<file path="src/sasc_map.vh">
/*
 * Register map, field positions, reset values and timing counts of the
 * converter sequencer control block. Assumes inclusion by bare name.
 */
`ifndef SASC_MAP_VH
`define SASC_MAP_VH

// ****************************************************************
// Register byte offsets
// ****************************************************************
`define SASC_OFF_CONVERTER_CONTROL_STATUS 8'h00
`define SASC_OFF_GLOB_CTRL 8'h04
`define SASC_OFF_INS_CHAN 8'h08
`define SASC_OFF_INS_SEQ 8'h0c
`define SASC_OFF_SLOTS_LOW 8'h18
`define SASC_OFF_SLOTS_HIGH 8'h1c
`define SASC_OFF_SEQ_FB 8'h50
`define SASC_OFF_GLOB_STS 8'h74

// ****************************************************************
// Field positions
// ****************************************************************
`define SASC_CS_PWR_BIT 0
`define SASC_CS_SOC_BIT 2
`define SASC_CS_EOC_BIT 3
`define SASC_CS_SEL_LO 4
`define SASC_CS_SEL_HI 6
`define SASC_GC_DIV_LO 0
`define SASC_GC_DIV_HI 5
`define SASC_GC_PWR_LO 8
`define SASC_GC_PWR_HI 9
`define SASC_GS_BUSY_BIT 0
`define SASC_GS_SAMP_BIT 1
`define SASC_GS_CHN_LO 3
`define SASC_GS_CHN_HI 5
`define SASC_FB_RUN_BIT 0
`define SASC_FB_SWMODE_BIT 8
`define SASC_FB_SUSP_BIT 9
`define SASC_IC_CHN_LO 0
`define SASC_IC_CHN_HI 2
`define SASC_IC_REP_LO 8
`define SASC_IC_REP_HI 14

// ****************************************************************
// Reset values and timing
// ****************************************************************
`define SASC_RST_WORD 32'h0000_0000
`define SASC_SAMPLE_TICKS 8'h02
`define SASC_CONV_TICKS 8'h0a

`endif

</file>
<file path="src/sasc_sequencer.v">
/*
 * Converter sequencer control: Avalon-MM register slave, mode handling,
 * exceptional insertion priority with abort/resume, software conversion,
 * converter clock divider and live status.
 * Assumes trigger inputs synchronous to mclk_in, one-cycle pulses.
 */
// Decided for this implementation: the Avalon-MM slave port.
`timescale 1ns/10ps
`include "sasc_map.vh"

module sasc_sequencer #(
    parameter SLOTS = 8
) (
    input wire mclk_in,
    input wire rst_n_in,
    input wire [7:0] avs_address_in,
    input wire avs_read_in,
    input wire avs_write_in,
    input wire [31:0] avs_writedata_in,
    input wire [3:0] avs_byteenable_in,
    output reg [31:0] avs_readdata_out,
    output reg avs_waitrequest_out,
    input wire single_insert_in,
    input wire sequence_insert_in,
    input wire debug_suspend_in,
    output reg [2:0] conv_channel_out,
    output reg conv_sample_out,
    output reg conv_busy_out,
    output reg conv_done_out,
    output reg dma_req_out,
    output reg single_done_irq_out,
    output reg sequence_done_irq_out,
    output reg [1:0] analog_power_out,
    output reg power_up_out,
    output reg conv_clk_en_out
);

    // ****************************************************************
    // State encodings
    // ****************************************************************
    localparam [2:0] ST_IDLE = 3'b001;
    localparam [2:0] ST_SAMP = 3'b010;
    localparam [2:0] ST_CONV = 3'b100;
    localparam [2:0] SRC_SEQ = 3'b001;
    localparam [2:0] SRC_INS = 3'b010;
    localparam [2:0] SRC_ESQ = 3'b100;

    // ****************************************************************
    // Registers
    // ****************************************************************
    reg power_up_r;
    reg soc_r;
    reg eoc_r;
    reg [2:0] sw_sel_r;
    reg [1:0] apwr_r;
    reg [5:0] div_r;
    reg [2:0] ins_chn_r;
    reg [6:0] ins_rep_r;
    reg [7:0] ins_seq_r;
    reg [8*SLOTS-1:0] slots_r;
    reg run_r;
    reg swmode_r;
    reg [2:0] st_r;
    reg [2:0] src_r;
    reg [2:0] chn_r;
    reg [7:0] tick_r;
    reg [5:0] divcnt_r;
    reg [2:0] slot_r;
    reg [7:0] pend_r;
    reg [2:0] ipos_r;
    reg [7:0] ipend_r;
    reg [6:0] rep_r;
    reg esq_act_r;
    reg sus_r;
    reg pend_ins_r;
    reg pend_esq_r;

    // Highest set bit finds next channel, scanning LSB first so the last hit wins
    function [3:0] sasc_top;
        input [7:0] v;
        integer i;
        begin
            sasc_top = 4'h8;
            for (i = 0; i < 8; i = i + 1) begin
                if (v[i]) begin
                    sasc_top = {1'b0, i[2:0]};
                end
            end
        end
    endfunction

    // ****************************************************************
    // Decoding
    // ****************************************************************
    wire any_en = |slots_r;
    wire suspend = run_r && !swmode_r && !any_en;
    wire tick = (divcnt_r >= div_r); // At or past limit: a shrunk divider recovers
    wire acc = avs_read_in | avs_write_in;
    wire wr = avs_write_in && !avs_waitrequest_out && (&avs_byteenable_in);
    wire rd = avs_read_in && !avs_waitrequest_out;
    wire hw_ok = !swmode_r && !debug_suspend_in && any_en;
    wire [3:0] nxt_seq = sasc_top(pend_r);
    wire [3:0] nxt_esq = sasc_top(ipend_r);
    wire fin = (st_r == ST_CONV) && tick && (tick_r == `SASC_CONV_TICKS);
    wire ins_hit = (pend_ins_r || single_insert_in) && hw_ok;
    wire esq_hit = (pend_esq_r || sequence_insert_in) && hw_ok;
    wire [2:0] slot_inc = slot_r + 3'h1;

    // Read mux, unmapped offsets read zero
    reg [31:0] rdata;
    always @* begin
        rdata = `SASC_RST_WORD;
        case (avs_address_in)
            `SASC_OFF_CONVERTER_CONTROL_STATUS:
                rdata = {25'h0, sw_sel_r, eoc_r, soc_r, 1'b0, power_up_r};
            `SASC_OFF_GLOB_CTRL: rdata = {22'h0, apwr_r, 2'b00, div_r};
            `SASC_OFF_INS_CHAN: rdata = {17'h0, ins_rep_r, 5'h0, ins_chn_r};
            `SASC_OFF_INS_SEQ: rdata = {24'h0, ins_seq_r};
            `SASC_OFF_SLOTS_LOW: rdata = slots_r[31:0];
            `SASC_OFF_SLOTS_HIGH: rdata = slots_r[63:32];
            `SASC_OFF_SEQ_FB: rdata = {22'h0, suspend, swmode_r, 7'h0, run_r};
            `SASC_OFF_GLOB_STS:
                rdata = {22'h0, apwr_r, 2'b00, chn_r, 1'b0,
                    st_r == ST_SAMP, st_r != ST_IDLE};
            default: rdata = `SASC_RST_WORD;
        endcase
    end

    // ****************************************************************
    // Bus slave: one wait cycle, then answer
    // ****************************************************************
    always @(posedge mclk_in or negedge rst_n_in) begin
        if (!rst_n_in) begin
            avs_waitrequest_out <= 1'b1;
            avs_readdata_out <= 32'h0000_0000;
        end else begin
            avs_waitrequest_out <= !(acc && avs_waitrequest_out);
            if (avs_read_in && avs_waitrequest_out) begin
                avs_readdata_out <= rdata;
            end
        end
    end

    // ****************************************************************
    // Configuration registers
    // ****************************************************************
    always @(posedge mclk_in or negedge rst_n_in) begin
        if (!rst_n_in) begin
            power_up_r <= 1'b0;
            sw_sel_r <= 3'h0;
            apwr_r <= 2'b00;
            div_r <= 6'h00;
            ins_chn_r <= 3'h0;
            ins_rep_r <= 7'h00;
            ins_seq_r <= 8'h00;
            slots_r <= {8*SLOTS{1'b0}};
        end else if (wr) begin
            case (avs_address_in)
                `SASC_OFF_CONVERTER_CONTROL_STATUS: begin
                    power_up_r <= avs_writedata_in[`SASC_CS_PWR_BIT];
                    sw_sel_r <= avs_writedata_in[`SASC_CS_SEL_HI:`SASC_CS_SEL_LO];
                end
                `SASC_OFF_GLOB_CTRL: begin
                    apwr_r <= avs_writedata_in[`SASC_GC_PWR_HI:`SASC_GC_PWR_LO];
                    div_r <= avs_writedata_in[`SASC_GC_DIV_HI:`SASC_GC_DIV_LO];
                end
                `SASC_OFF_INS_CHAN: begin
                    ins_chn_r <= avs_writedata_in[`SASC_IC_CHN_HI:`SASC_IC_CHN_LO];
                    ins_rep_r <= avs_writedata_in[`SASC_IC_REP_HI:`SASC_IC_REP_LO];
                end
                `SASC_OFF_INS_SEQ: ins_seq_r <= avs_writedata_in[7:0];
                `SASC_OFF_SLOTS_LOW: slots_r[31:0] <= avs_writedata_in;
                `SASC_OFF_SLOTS_HIGH: slots_r[63:32] <= avs_writedata_in;
                default: ;
            endcase
        end
    end

    // ****************************************************************
    // Converter clock enable divider
    // ****************************************************************
    always @(posedge mclk_in or negedge rst_n_in) begin
        if (!rst_n_in) begin
            divcnt_r <= 6'h00;
        end else begin
            divcnt_r <= tick ? 6'h00 : divcnt_r + 6'h01;
        end
    end

    // ****************************************************************
    // Conversion engine and sequencing
    // ****************************************************************
    // Insertion events are latched so one arriving mid-conversion
    // still aborts at the next decision point without being lost.
    always @(posedge mclk_in or negedge rst_n_in) begin
        if (!rst_n_in) begin
            run_r <= 1'b0;
            swmode_r <= 1'b1;
            soc_r <= 1'b0;
            eoc_r <= 1'b0;
            st_r <= ST_IDLE;
            src_r <= SRC_SEQ;
            chn_r <= 3'h0;
            tick_r <= 8'h00;
            slot_r <= 3'h0;
            pend_r <= 8'h00;
            ipos_r <= 3'h0;
            ipend_r <= 8'h00;
            rep_r <= 7'h00;
            esq_act_r <= 1'b0;
            sus_r <= 1'b0;
            pend_ins_r <= 1'b0;
            pend_esq_r <= 1'b0;
            conv_done_out <= 1'b0;
            dma_req_out <= 1'b0;
            single_done_irq_out <= 1'b0;
            sequence_done_irq_out <= 1'b0;
        end else begin
            conv_done_out <= 1'b0;
            dma_req_out <= 1'b0;
            single_done_irq_out <= 1'b0;
            sequence_done_irq_out <= 1'b0;
            pend_ins_r <= ins_hit;
            pend_esq_r <= esq_hit;
            // Run bit write
            if (wr && avs_address_in == `SASC_OFF_SEQ_FB) begin
                run_r <= avs_writedata_in[`SASC_FB_RUN_BIT];
                if (avs_writedata_in[`SASC_FB_RUN_BIT] && !run_r) begin
                    swmode_r <= 1'b0;
                    slot_r <= 3'h0;
                    pend_r <= slots_r[7:0];
                end
            end
            // End flag clears on read, a same-cycle finish wins
            if (rd && avs_address_in == `SASC_OFF_CONVERTER_CONTROL_STATUS) begin
                eoc_r <= 1'b0;
            end
            if (!debug_suspend_in) begin
                sus_r <= 1'b0;
            end
            case (st_r)
                ST_IDLE: begin
                    tick_r <= 8'h00;
                    if (!run_r && !swmode_r) begin
                        swmode_r <= 1'b1;
                    end
                    if (ins_hit) begin
                        // Single insertion first
                        pend_ins_r <= 1'b0;
                        pend_esq_r <= esq_hit;
                        if (rep_r == 7'h00) begin
                            rep_r <= ins_rep_r;
                        end
                        src_r <= SRC_INS;
                        chn_r <= ins_chn_r;
                        st_r <= ST_SAMP;
                    end else if (rep_r != 7'h00 && !sus_r) begin
                        rep_r <= rep_r - 7'h01;
                        src_r <= SRC_INS;
                        chn_r <= ins_chn_r;
                        st_r <= ST_SAMP;
                    end else if (esq_hit && !esq_act_r) begin
                        pend_esq_r <= 1'b0;
                        esq_act_r <= 1'b1;
                        ipend_r <= ins_seq_r;
                    end else if (esq_act_r && !sus_r) begin
                        if (nxt_esq[3]) begin
                            esq_act_r <= 1'b0;
                            sequence_done_irq_out <= 1'b1;
                        end else begin
                            src_r <= SRC_ESQ;
                            chn_r <= nxt_esq[2:0];
                            st_r <= ST_SAMP;
                        end
                    end else if (!swmode_r && run_r && any_en && !sus_r) begin
                        if (nxt_seq[3]) begin
                            slot_r <= slot_inc;
                            pend_r <= slots_r[slot_inc*8 +: 8];
                        end else begin
                            src_r <= SRC_SEQ;
                            chn_r <= nxt_seq[2:0];
                            st_r <= ST_SAMP;
                        end
                    end else if (wr && avs_address_in == `SASC_OFF_CONVERTER_CONTROL_STATUS
                            && avs_writedata_in[`SASC_CS_SOC_BIT] && swmode_r
                            && !eoc_r) begin
                        // Ignored in suspend since swmode_r is low
                        soc_r <= 1'b1;
                        src_r <= SRC_SEQ;
                        chn_r <= avs_writedata_in[`SASC_CS_SEL_HI:`SASC_CS_SEL_LO];
                        st_r <= ST_SAMP;
                    end
                end
                ST_SAMP, ST_CONV: begin
                    // Abort: slot stays pending, nothing emitted
                    if (src_r != SRC_INS && !soc_r && (ins_hit || (esq_hit
                            && src_r == SRC_SEQ))) begin
                        st_r <= ST_IDLE;
                    end else begin
                        if (tick) begin
                            tick_r <= tick_r + 8'h01;
                            if (st_r == ST_SAMP && tick_r == `SASC_SAMPLE_TICKS) begin
                                st_r <= ST_CONV;
                            end
                        end
                        if (fin) begin
                            st_r <= ST_IDLE;
                            conv_done_out <= 1'b1;
                            dma_req_out <= 1'b1;
                            if (debug_suspend_in) begin
                                sus_r <= 1'b1;
                            end
                            if (soc_r) begin
                                soc_r <= 1'b0;
                                eoc_r <= 1'b1;
                            end else if (src_r == SRC_SEQ) begin
                                pend_r[chn_r] <= 1'b0;
                            end else if (src_r == SRC_ESQ) begin
                                ipend_r[chn_r] <= 1'b0;
                            end else if (rep_r == 7'h00) begin
                                single_done_irq_out <= 1'b1;
                            end
                        end
                    end
                end
                default: st_r <= ST_IDLE;
            endcase
        end
    end

    // ****************************************************************
    // Registered drive toward the analog core
    // ****************************************************************
    always @(posedge mclk_in or negedge rst_n_in) begin
        if (!rst_n_in) begin
            conv_channel_out <= 3'h0;
            conv_sample_out <= 1'b0;
            conv_busy_out <= 1'b0;
            analog_power_out <= 2'b00;
            power_up_out <= 1'b0;
            conv_clk_en_out <= 1'b0;
        end else begin
            conv_channel_out <= chn_r;
            conv_sample_out <= (st_r == ST_SAMP);
            conv_busy_out <= (st_r != ST_IDLE);
            analog_power_out <= apwr_r;
            power_up_out <= power_up_r;
            conv_clk_en_out <= tick;
        end
    end

endmodule // sasc_sequencer

</file>
<file path="config.mk">
export PLATFORM = sky130hd
export DESIGN_NAME = sasc_sequencer
export DESIGN_NICKNAME = d
export VERILOG_FILES = /design/src/sasc_sequencer.v
export VERILOG_INCLUDE_DIRS = /design/src
export SDC_FILE = /design/constraint.sdc
export NUM_CORES = 1
export LEC_CHECK = 0
export BUFFER_PORTS_ARGS = -buffer_cell sky130_fd_sc_hd__buf_2
export CORE_MARGIN = 1.5
export CORE_UTILIZATION = 62
export CTS_BUF_LIST = sky130_fd_sc_hd__clkbuf_2 sky130_fd_sc_hd__clkbuf_4 sky130_fd_sc_hd__clkbuf_8
export CTS_CLUSTER_SIZE = 12
export DETAILED_ROUTE_END_ITERATION = 10
export PLACE_DENSITY = 0.88
export SLEW_MARGIN = 20
export SYNTH_ARGS = -nofsm -noshare
export SYNTH_HDL_FRONTEND = slang
export SYNTH_SLANG_ARGS = --single-unit
export TNS_END_PERCENT = 30
</file>
<file path="constraint.sdc">
create_clock -name mclk_in -period 4 [get_ports mclk_in]
set_clock_uncertainty 0.15 [all_clocks]
set_input_delay 0.4 -clock mclk_in [delete_from_list [all_inputs] [get_ports mclk_in]]
set_output_delay 0.4 -clock mclk_in [all_outputs]
set_load 0.02 [all_outputs]
</file>
==> flow_summary.yaml, run 1 <==
timing:
  hold_violations: 0
  layout_min_cycle_time_ps: 3510
  setup_violations: 0
  tightest_slew_ps: 1090
  slew_headroom_pct: 27.1
  fmax_ghz: 0.285
  slew_violations: 0
  setup_tns_ps: 0
  fin_crit_sh_pct: 87.7
  rsz0062_at_grt: "false"
logic_synthesis:
  synth_top_area_cell: "dfrtp_1"
  synth_area_um2: 9810
  ys_top_cells_by_area: "dfrtp_1, mux2_2, mux2i_1"
  ys_top_cells_by_count: "dfrtp_1, mux2_2, nand2_1, nor2_1, o21ai_0"
  synth_most_common_cell: "dfrtp_1"
  synth_top_area_share_pct: 49.0
  dominantRegCellSynth: "dfrtp_1"
  synth.distinct_cells: 70
  ys_ff_latch: 196
  synth.avg_cell_area_um2: 11.1
  netlist_instances: 882
  yosysSeqAreaShare_pct: 50.0
  syn_nets: 944
  async_reset_ff_share_pct: 100
  ys_warn_count: 0
  synth_edf_count: 0
finish:
  multi_input_area_um2: 4630
  fin_util_pct: 71.5
  drive_above_1_share_pct: 28.5
  final_nets: 1030
  regArea_um2: 4910
  antennaDiodeCount: 0
  areaGrowthSynthToFinish_pct: 11.7
  fillers: 1108
status:
  status: "completed"
die:
  core-area_um2: 15300
  die_area_um2: 16600
  die_h_um: 129
  initial_core_util_pct: 64.1
  die_w_um: 129
  row_count: 45
  pin_count: 97
pwr:
  p_int_mw: 2.88
  p_leak_nw: 5.26
  peakVddDrop_mv: 0.292
  combPwrFrac_pct: 18.8
  clockPowerShare_pct: 29.3
  seqPwrFrac_pct: 52.0
  p_sw_mw: 1.39
  netSwitchingFraction_pct: 32.6
  power_density_nw_per_um2: 390
global_route:
  antenna_found_initial: 0
  first_global_vias: 7362
  track_usage_pct: 32.4
  grt_pass1_wl_um: 40200
  grt_max_degree: 104
  grt.overflow.total: 0
cts:
  cts_resized: 0
  cts_tree: "built"
  clock_sinks: 196
  clkLatencyLatePin_ps: 480
  numCtsBuffers: 17
  htree_num_levels: 4
  clk_path_buf_depth: 2
  cts_setup_buffers: 0
  ctsHoldBuffers: 4
  cts_root_buf: "clkbuf_8"
  cts.clk_slew.worst_paths_ps: 110
setup_path:
  path_delay_family: "simple AND/OR/NAND/NOR gates"
  worstSetupStartpointType: "flip-flop"
  worst-r2r-setup-slack_ps: 490
  ff2ff_path_depth: 7
  critPathRequiredTime_ps: 4220
  regToRegEndpoint: "slot_r[2]"
  arrival_ps: 3730
  path_max_fanout: 14
  r2r_start: "slots_r[45]"
  crit_type: "flip-flop to flip-flop"
  crit_chain: "nor4_1, nand4_1, nor4_4, nor3_1, or4b_1, mux2i_1, a21o_1"
  slowest_delay_ps: 780
  crit_slowest_cell: "or4b_1"
  crit_buf_inv: 0
  end_kind: "flip-flop"
route:
  drt-vias-per-instance: 6.49
  initialDrtViolationCount: 859
  drc: 0
  ant_nets: 0
  via_count: 7739
  wire_per_inst_um: 21.6
  drt_pass1_iterations: 5
  drt_wl_total_um: 25800
hold_path:
  hp-class: "input port to flip-flop"
  hold_end: "slots_r[47]"
  worstHoldStart: "avs_writedata_in[15]"
  min_delay_path_depth: 2
placed_design:
  place.gp.congestion: 0.989
  numPortBuffers: 96
  dp_hpwl_um: 18400
job:
  maxCapViolCount: 0
-- placed cells by master, fill, tap and decap left out, types with 9 or more instances in the layout --
master,instances
buf_2,95
mux2_2,100
buf_4,15
a21oi_1,29
mux4_2,18
nand3_1,11
nor3_1,19
mux2i_1,50
nand2b_1,10
nor4_1,21
dfrtp_1,192
a31oi_1,9
a21o_1,9
ha_1,11
inv_1,23
o31ai_1,22
nand2_1,79
clkbuf_8,19
o21ai_0,51
nand4_1,9
nor2_1,70
o22ai_1,9
-- layout make-up --
| cell class | count | share of cell area, % |
|---|---|---|
| Sequential cell | 196 | 44.8 |
| Timing Repair Buffer | 118 | 6.22 |
| Multi-Input combinational cell | 612 | 42.3 |
| Clock buffer | 18 | 2.26 |
| Tap cell | 211 | 2.41 |
| Inverter | 23 | 0.788 |
| Clock inverter | 14 | 1.24 |
-- layer usage --
metal | track usage, % | part of all wire [%]
met2 | 49.5 | 46
met5 | 0 | 0
met3 | 8.81 | 9.1
met4 | 11.2 | 2.9
met1 | 45.3 | 42
-- registers in the layout, summed over array words and instances (netlist names), 6 cells and up --
signal / cells
ins_seq_r: 8
div_r: 6
ins_rep_r: 7
tick_r: 8
slots_r: 64
avs_readdata_out: 32
ipend_r: 8
rep_r: 7
pend_r: 8
divcnt_r: 6
-- worst register-to-register path, stage by stage, from the launching register on --
cell	delay [ps]
dfrtp_1	480
nor4_1	550
nand4_1	270
nor4_4	560
nor3_1	210
or4b_1	780
mux2i_1	200
a21o_1	200
-- power by group through the flow --
stage | sequential, mW | clock [mW] | combinational, mW
6_report | 2.22 | 1.25 | 0.802
4_1_cts | 2.22 | 1.27 | 0.792
3_5_place_dp | 2.25 | 0 | 0.776
3_3_place_gp | 2.25 | 0 | 0.753
2_1_floorplan | 2.24 | 0 | 0.532
5_1_grt | 2.24 | 1.33 | 0.887
-- cells by family after synthesis --
logic type | Yosys count | share of synthesized area (%)
and+or+nand+nor | 261 | 13.3
DFF | 196 | 50.0
muxes | 169 | 20.8
AOI/OAI and AO/OA | 166 | 11.0
buffers and inverters | 74 | 3.01
adders and majority gates | 11 | 1.40
xor gates and xnor gates | 5 | 0.446
-- through the flow --
step | worst slack, ps | cell area [um2] | hold slack, ps | cells | power, mW
after CTS | 543 | 10900 | 0.265 | 1190 | 4.27
after floorplan | 1070 | 9810 | -45.6 | 882 | 2.77
after detailed placement | 573 | 10500 | 257 | 1154 | 3.03
final | 493 | 11000 | 16.8 | 1192 | 4.28
after global placement | 662 | 10500 | 241 | 1154 | 3.00
after global routing | 350 | 11000 | 6.46 | 1192 | 4.46
-- worst max path at each step --
| stage | start | end | slack [ps] | depth (start not counted) |
|---|---|---|---|---|
| after global placement | slots_r[45] | slot_r[2] | 660 | 7 |
| after global routing | slots_r[45] | slot_r[2] | 350 | 7 |
| final | slots_r[45] | slot_r[2] | 490 | 7 |
| after CTS | slots_r[45] | slot_r[2] | 540 | 7 |
| after floorplan | divcnt_r[0] | tick_r[0] | 1070 | 10 |
| after detailed placement | slots_r[45] | slot_r[2] | 570 | 7 |
(Power assumes the default switching activity.)
==> run 2, diff against run 1 <==
--- a/config.mk
+++ b/config.mk
@@ -6,7 +6,9 @@
 export SDC_FILE = /design/constraint.sdc
 export NUM_CORES = 1
 export LEC_CHECK = 0
+export ABC_AREA = 1
 export BUFFER_PORTS_ARGS = -buffer_cell sky130_fd_sc_hd__buf_2
+export CAP_MARGIN = 20
 export CORE_MARGIN = 1.5
 export CORE_UTILIZATION = 62
 export CTS_BUF_LIST = sky130_fd_sc_hd__clkbuf_2 sky130_fd_sc_hd__clkbuf_4 sky130_fd_sc_hd__clkbuf_8
==> run 2 against run 1 <==
  * Sequential power fell by 2%
  * Worst setup slack better by 900 ps
  * Sequential share of layout area decreased by 1.8 points
  * Non-clock buffer count decreased by 4
  * Final cell count rose by 37%
  * First-iteration DRC count rose by 24%
  * Via count is 25% higher
  * Design area increased by 4.2%
  * Global-route usage grew 3.2 points
  * Clock-buffer cell count fell by 1
  * Flip-flop and latch count is the same
  * Critical path depth up 5
  * Critical path type unchanged
  * Critical endpoint is now ipend_r[2]
==> flow_summary.yaml, run 2 <==
status:
  status: "completed"
timing:
  setup_violations: 0
  hold_ws_ps: 23.1
  hold_violations: 0
  fin_crit_sh_pct: 65.1
  slew_headroom_pct: 39.5
  tightest_slew_ps: 907
  setup_tns_ps: 0
  layout_min_cycle_time_ps: 2600
  fmax_ghz: 0.384
  rsz0062_at_grt: "false"
  slew_violations: 0
  fin_ws_ps: 1400
logic_synthesis:
  syn_nets: 1382
  synth_top_area_share_pct: 46.7
  ys_top_cells_by_count: "nand2_1, o21ai_0, dfrtp_1, inv_1, nor2_1"
  dominantRegCellSynth: "dfrtp_1"
  synth-adder-area-share_pct: 1.34
  synth.avg_cell_area_um2: 7.79
  synth_area_um2: 10300
  synth_mux_area_share_pct: 0
  synth-compound-area-share_pct: 17.8
  synth_top_family_by_area: "simple AND/OR/NAND/NOR gates"
  synth_top_area_cell: "dfrtp_1"
  synth_edf_count: 0
  netlist_instances: 1320
  synthXorXnorAreaFrac_pct: 0.852
  ys_top_cells_by_area: "dfrtp_1, nand2_1, o21ai_0"
  ys_ff_latch: 196
  synth_most_common_cell: "nand2_1"
  ys_warn_count: 0
  yosysSeqAreaShare_pct: 47.7
  synth.distinct_cells: 52
  yosys.area_share.simple_pct: 24.4
  async_reset_ff_share_pct: 100
die:
  die_area_um2: 17400
  initial_core_util_pct: 64.0
  core-area_um2: 16100
  row_count: 46
  die_h_um: 132
  die_w_um: 132
  pin_count: 97
route:
  drt_pass1_iterations: 6
  ant_nets: 0
  wire_per_inst_um: 18.3
  drt_wl_total_um: 29800
  initialDrtViolationCount: 1066
  drt-vias-per-instance: 5.91
  drc: 0
  via_count: 9659
setup_path:
  crit_slowest_cell: "dfrtp_1"
  path_delay_family: "simple AND/OR/NAND/NOR gates"
  worstSetupStartpointType: "flip-flop"
  crit_chain: "inv_1, ha_1, nand2_1, a21oi_1, inv_1, nand3_1, nand3_1, buf_4, nand2_1, nand4_4, nor2_4, o21ai_0"
  slowest_delay_ps: 420
  path_max_fanout: 13
  arrival_ps: 2810
  crit_type: "flip-flop to flip-flop"
  critPathRequiredTime_ps: 4210
  end_kind: "flip-flop"
  crit_buf_inv: 3
placed_design:
  place.gp.congestion: 0.999
  numPortBuffers: 96
  place_ws_ps: 1350
  place_inst: 1597
  dp_hpwl_um: 22200
  place_area_um2: 10900
finish:
  layout_commonest_cell: "nand2_1"
  areaGrowthSynthToFinish_pct: 11.0
  top_regs: "slots_r: 64 flops, avs_readdata_out: 32 flops"
  final_cell_area_um2: 11400
  final_nets: 1467
  antennaDiodeCount: 0
  largest_register: "slots_r"
  drive_above_1_share_pct: 13.6
  finalNonFillerCells: 1634
  largest_reg_flops: 64
  fillers: 1331
  layout_common_cells: "nand2_1, o21ai_0, dfrtp_1, inv_1, nor2_1"
cts:
  ctsHoldBuffers: 5
  htree_num_levels: 4
  cts.clk_slew.worst_paths_ps: 110
  cts_setup_buffers: 0
  cts_resized: 0
  clkLatencyLatePin_ps: 480
  cts_tree: "built"
  clock_sinks: 196
  clk_path_buf_depth: 2
  numCtsBuffers: 17
  cts_root_buf: "clkbuf_8"
global_route:
  grt.overflow.total: 0
  grt_pass1_wl_um: 48100
  antenna_found_initial: 1
  track_usage_pct: 35.6
  grt_max_degree: 111
  first_global_vias: 8915
job:
  maxCapViolCount: 0
pwr:
  peakVddDrop_mv: 0.311
  p_leak_nw: 5.83
  power_density_nw_per_um2: 397
hold_path:
  hp-class: "input port to flip-flop"
## run 2: cell count changes after synthesis, moves of 32 or more
| cell | change |
|---|---|
| mux2i_1 | -50 |
| mux2_2 | -100 |
| nand2_1 | +278 |
| nand3_1 | +32 |
| o21ai_0 | +161 |
| inv_1 | +127 |
| nor2_1 | +35 |
## run 2: worst paths after layout
kind	start	endpoint	slack, ps	cells after the start
worst min-delay path	avs_writedata_in[21]	slots_r[53]	20	3
worst max register to register	div_r[3]	ipend_r[2]	1400	12
worst max-delay path	div_r[3]	ipend_r[2]	1400	12
worst min register to register	power_up_r	power_up_out	290	0
max in group asynchronous	rst_n_in	slots_r[9]	2310	3
min in group asynchronous	rst_n_in	rep_r[2]	420	2
## run 2: area by class of cell
class	instances	area (um2)	area share, %
sequential	196	4910	43.0
multi-input combinational	917	4560	40.0
timing repair buffer	114	649	5.69
inverter	159	601	5.26
tap	216	270	2.37
clock buffer	17	234	2.05
clock inverter	15	193	1.69
## run 2: cells by family after synthesis
| family | Yosys count |
|---|---|
| AO/OA/AOI/OAI | 320 |
| flip-flops | 196 |
| adder cells (fa/ha/maj) | 11 |
| XOR/XNOR | 10 |
| AND/OR/NAND/NOR | 576 |
| buffers and inverters | 207 |
## run 2: worst register-to-register path, stage by stage, from the launching register on
cell and delay, ps:
dfrtp_1 420, inv_1 60, ha_1 300, nand2_1 50, a21oi_1 120, inv_1 50, nand3_1 180, nand3_1 100
buf_4 200, nand2_1 170, nand4_4 160, nor2_4 360, o21ai_0 150
## run 2: power by group
group          switching [mW]  leakage (nW)  internal [mW]
Sequential             0.0883          2.68           2.09
Clock                   0.779         0.204          0.584
Combinational           0.698          2.94          0.294
## run 2: stage by stage
stage	power, mW	util (%)
final	4.53	71.1
after global routing	4.74	71.1
after CTS	4.54	71.1
after detailed placement	3.19	68.2
after global placement	3.16	68.2
after floorplan	2.92	-
## run 2: per-layer routing
| metal | share of wire (%) | global-route usage [%] | up-vias | routed length, um |
|---|---|---|---|---|
| met5 | 0.044 | 0 | - | 13 |
| met2 | 45 | 53.9 | 498 | 13500 |
| met4 | 3.8 | 15.5 | 2 | 1150 |
| met3 | 8.5 | 7.57 | 93 | 2530 |
| li1 | - | - | 4499 | - |
| met1 | 42 | 49.8 | 4567 | 12700 |
==> run 3, diff against run 2 <==
==> constraint.sdc (replaced) <==
create_clock -name mclk_in -period 2.66 [get_ports mclk_in]
set_clock_uncertainty 0.15 [all_clocks]
set_input_delay 0.266 -clock mclk_in [delete_from_list [all_inputs] [get_ports mclk_in]]
set_output_delay 0.266 -clock mclk_in [all_outputs]
set_load 0.02 [all_outputs]
==> run 3 against run 2 <==
  * Fmax up 4.5%
  * Design area rose by 3.6%
  * Critical path depth rose by 1
  * Highest routed layer unchanged
  * First-iteration DRC count up 16%
==> flow_summary.yaml, run 3 (synthesized netlist as in run 2, its figures left out) <==
die:
  die_h_um: 132
  die_area_um2: 17400
  row_count: 46
  initial_core_util_pct: 64.0
  die_w_um: 132
  pin_count: 97
  core-area_um2: 16100
setup_path:
  crit_type: "flip-flop to flip-flop"
  critPathRequiredTime_ps: 2910
  worstSetupStartpointType: "flip-flop"
  end_kind: "flip-flop"
  worst-r2r-setup-slack_ps: 170
  path_max_fanout: 19
  arrival_ps: 2740
cts:
  cts.clk_slew.worst_paths_ps: 100
  cts_root_buf: "clkbuf_8"
  cts_resized: 0
  clock_sinks: 196
  htree_num_levels: 4
  cts_tree: "built"
  clkLatencyLatePin_ps: 480
  clk_path_buf_depth: 2
  numCtsBuffers: 17
timing:
  fin_crit_sh_pct: 93.7
  setup_tns_ps: 0
  slew_headroom_pct: 50.4
  fmax_ghz: 0.401
  rsz0062_at_grt: "false"
  hold_ws_ps: 21.9
  setup_violations: 0
  hold_violations: 0
  slew_violations: 0
  layout_min_cycle_time_ps: 2490
  tightest_slew_ps: 743
finish:
  layout_commonest_cell: "nand2_1"
  layout_common_cells: "nand2_1, o21ai_0, dfrtp_1, inv_1, nor2_1"
  largest_register: "slots_r"
  final_nets: 1512
  largest_reg_flops: 64
  fin_util_pct: 73.7
  top_regs: "slots_r: 64 flops, avs_readdata_out: 32 flops"
  areaGrowthSynthToFinish_pct: 15.0
  drive_above_1_share_pct: 14.4
pwr:
  power_density_nw_per_um2: 571
  p_leak_nw: 6.03
  peakVddDrop_mv: 0.453
placed_design:
  numPortBuffers: 96
  place.gp.congestion: 1.01
  dp_hpwl_um: 22300
status:
  status: "completed"
route:
  via_count: 9987
  wire_per_inst_um: 18.6
  ant_nets: 0
  drc: 0
  drt_pass1_iterations: 6
  drt-vias-per-instance: 5.94
  drt_wl_total_um: 31200
  initialDrtViolationCount: 1232
job:
  maxCapViolCount: 0
global_route:
  track_usage_pct: 37.5
  first_global_vias: 9787
  grt.overflow.total: 0
  antenna_found_initial: 3
  grt_pass1_wl_um: 51000
  grt_max_degree: 65
hold_path:
  hp-class: "input port to flip-flop"
[run 3: report_power, final]
part | total (mW) | internal (mW) | switching [mW] | leakage (nW)
logic | 1.59 | 0.502 | 1.09 | 3.16
registers | 3.27 | 3.14 | 0.136 | 2.68
clock network | 1.89 | 0.789 | 1.10 | 0.183
total | 6.75 | 4.43 | 2.32 | 6.03
[run 3: area by class of cell]
class / count / area [um2]
clock inverter: 12 / 120
timing repair buffer: 159 / 1100
clock buffer: 20 / 256
fill: 1215 / 4230
tap: 216 / 270
multi-input combinational: 917 / 4560
sequential: 196 / 4910
inverter: 159 / 601
antenna: 1 / 2.50
[run 3: layer usage]
metal	part of all wire (%)	track usage, %
met1	40	50.2
met2	45	58.6
met3	10	8.23
met4	4.8	17.7
met5	0.045	0
[run 3: worst paths after layout]
path                            depth (start not counted)      endpoint               start
worst max-delay path                                   13    ipend_r[7]          slots_r[7]
worst min-delay path                                    4    pend_esq_r  sequence_insert_in
worst max register to register                         13    ipend_r[7]          slots_r[7]
worst min register to register                          0  power_up_out          power_up_r
max in group asynchronous                               3       st_r[0]            rst_n_in
min in group asynchronous                               2      rep_r[3]            rst_n_in
[run 3: metrics by stage]
step / area (um2) / power, mW / cells / worst slack, ps
2_1_floorplan: 10300 / 4.39 / 1320 / 670
3_3_place_gp: 11100 / 4.79 / 1614 / 257
3_5_place_dp: 11100 / 4.84 / 1614 / 228
4_1_cts: 11800 / 6.72 / 1678 / 200
5_1_grt: 11800 / 7.04 / 1679 / 17.0
6_report: 11800 / 6.75 / 1680 / 168
[run 3: critical path: stages (launching register included)]
cell	delay (ps)
dfrtp_1	490
nor2_1	130
nand2_1	60
nor2_1	130
nand2_1	60
nor2_1	110
nand2_2	160
nand3_4	180
nand2_2	90
nand2_4	190
a21oi_4	100
nor2_4	320
nand2_1	110
o21ai_0	100
[run 3: what timing repair did]
item                                    in CTS  in global routing
endpoints found under the setup margin       0                  5
hold endpoints to repair                   115                  0
setup buffers                                0                  1
hold buffers                                32                  0
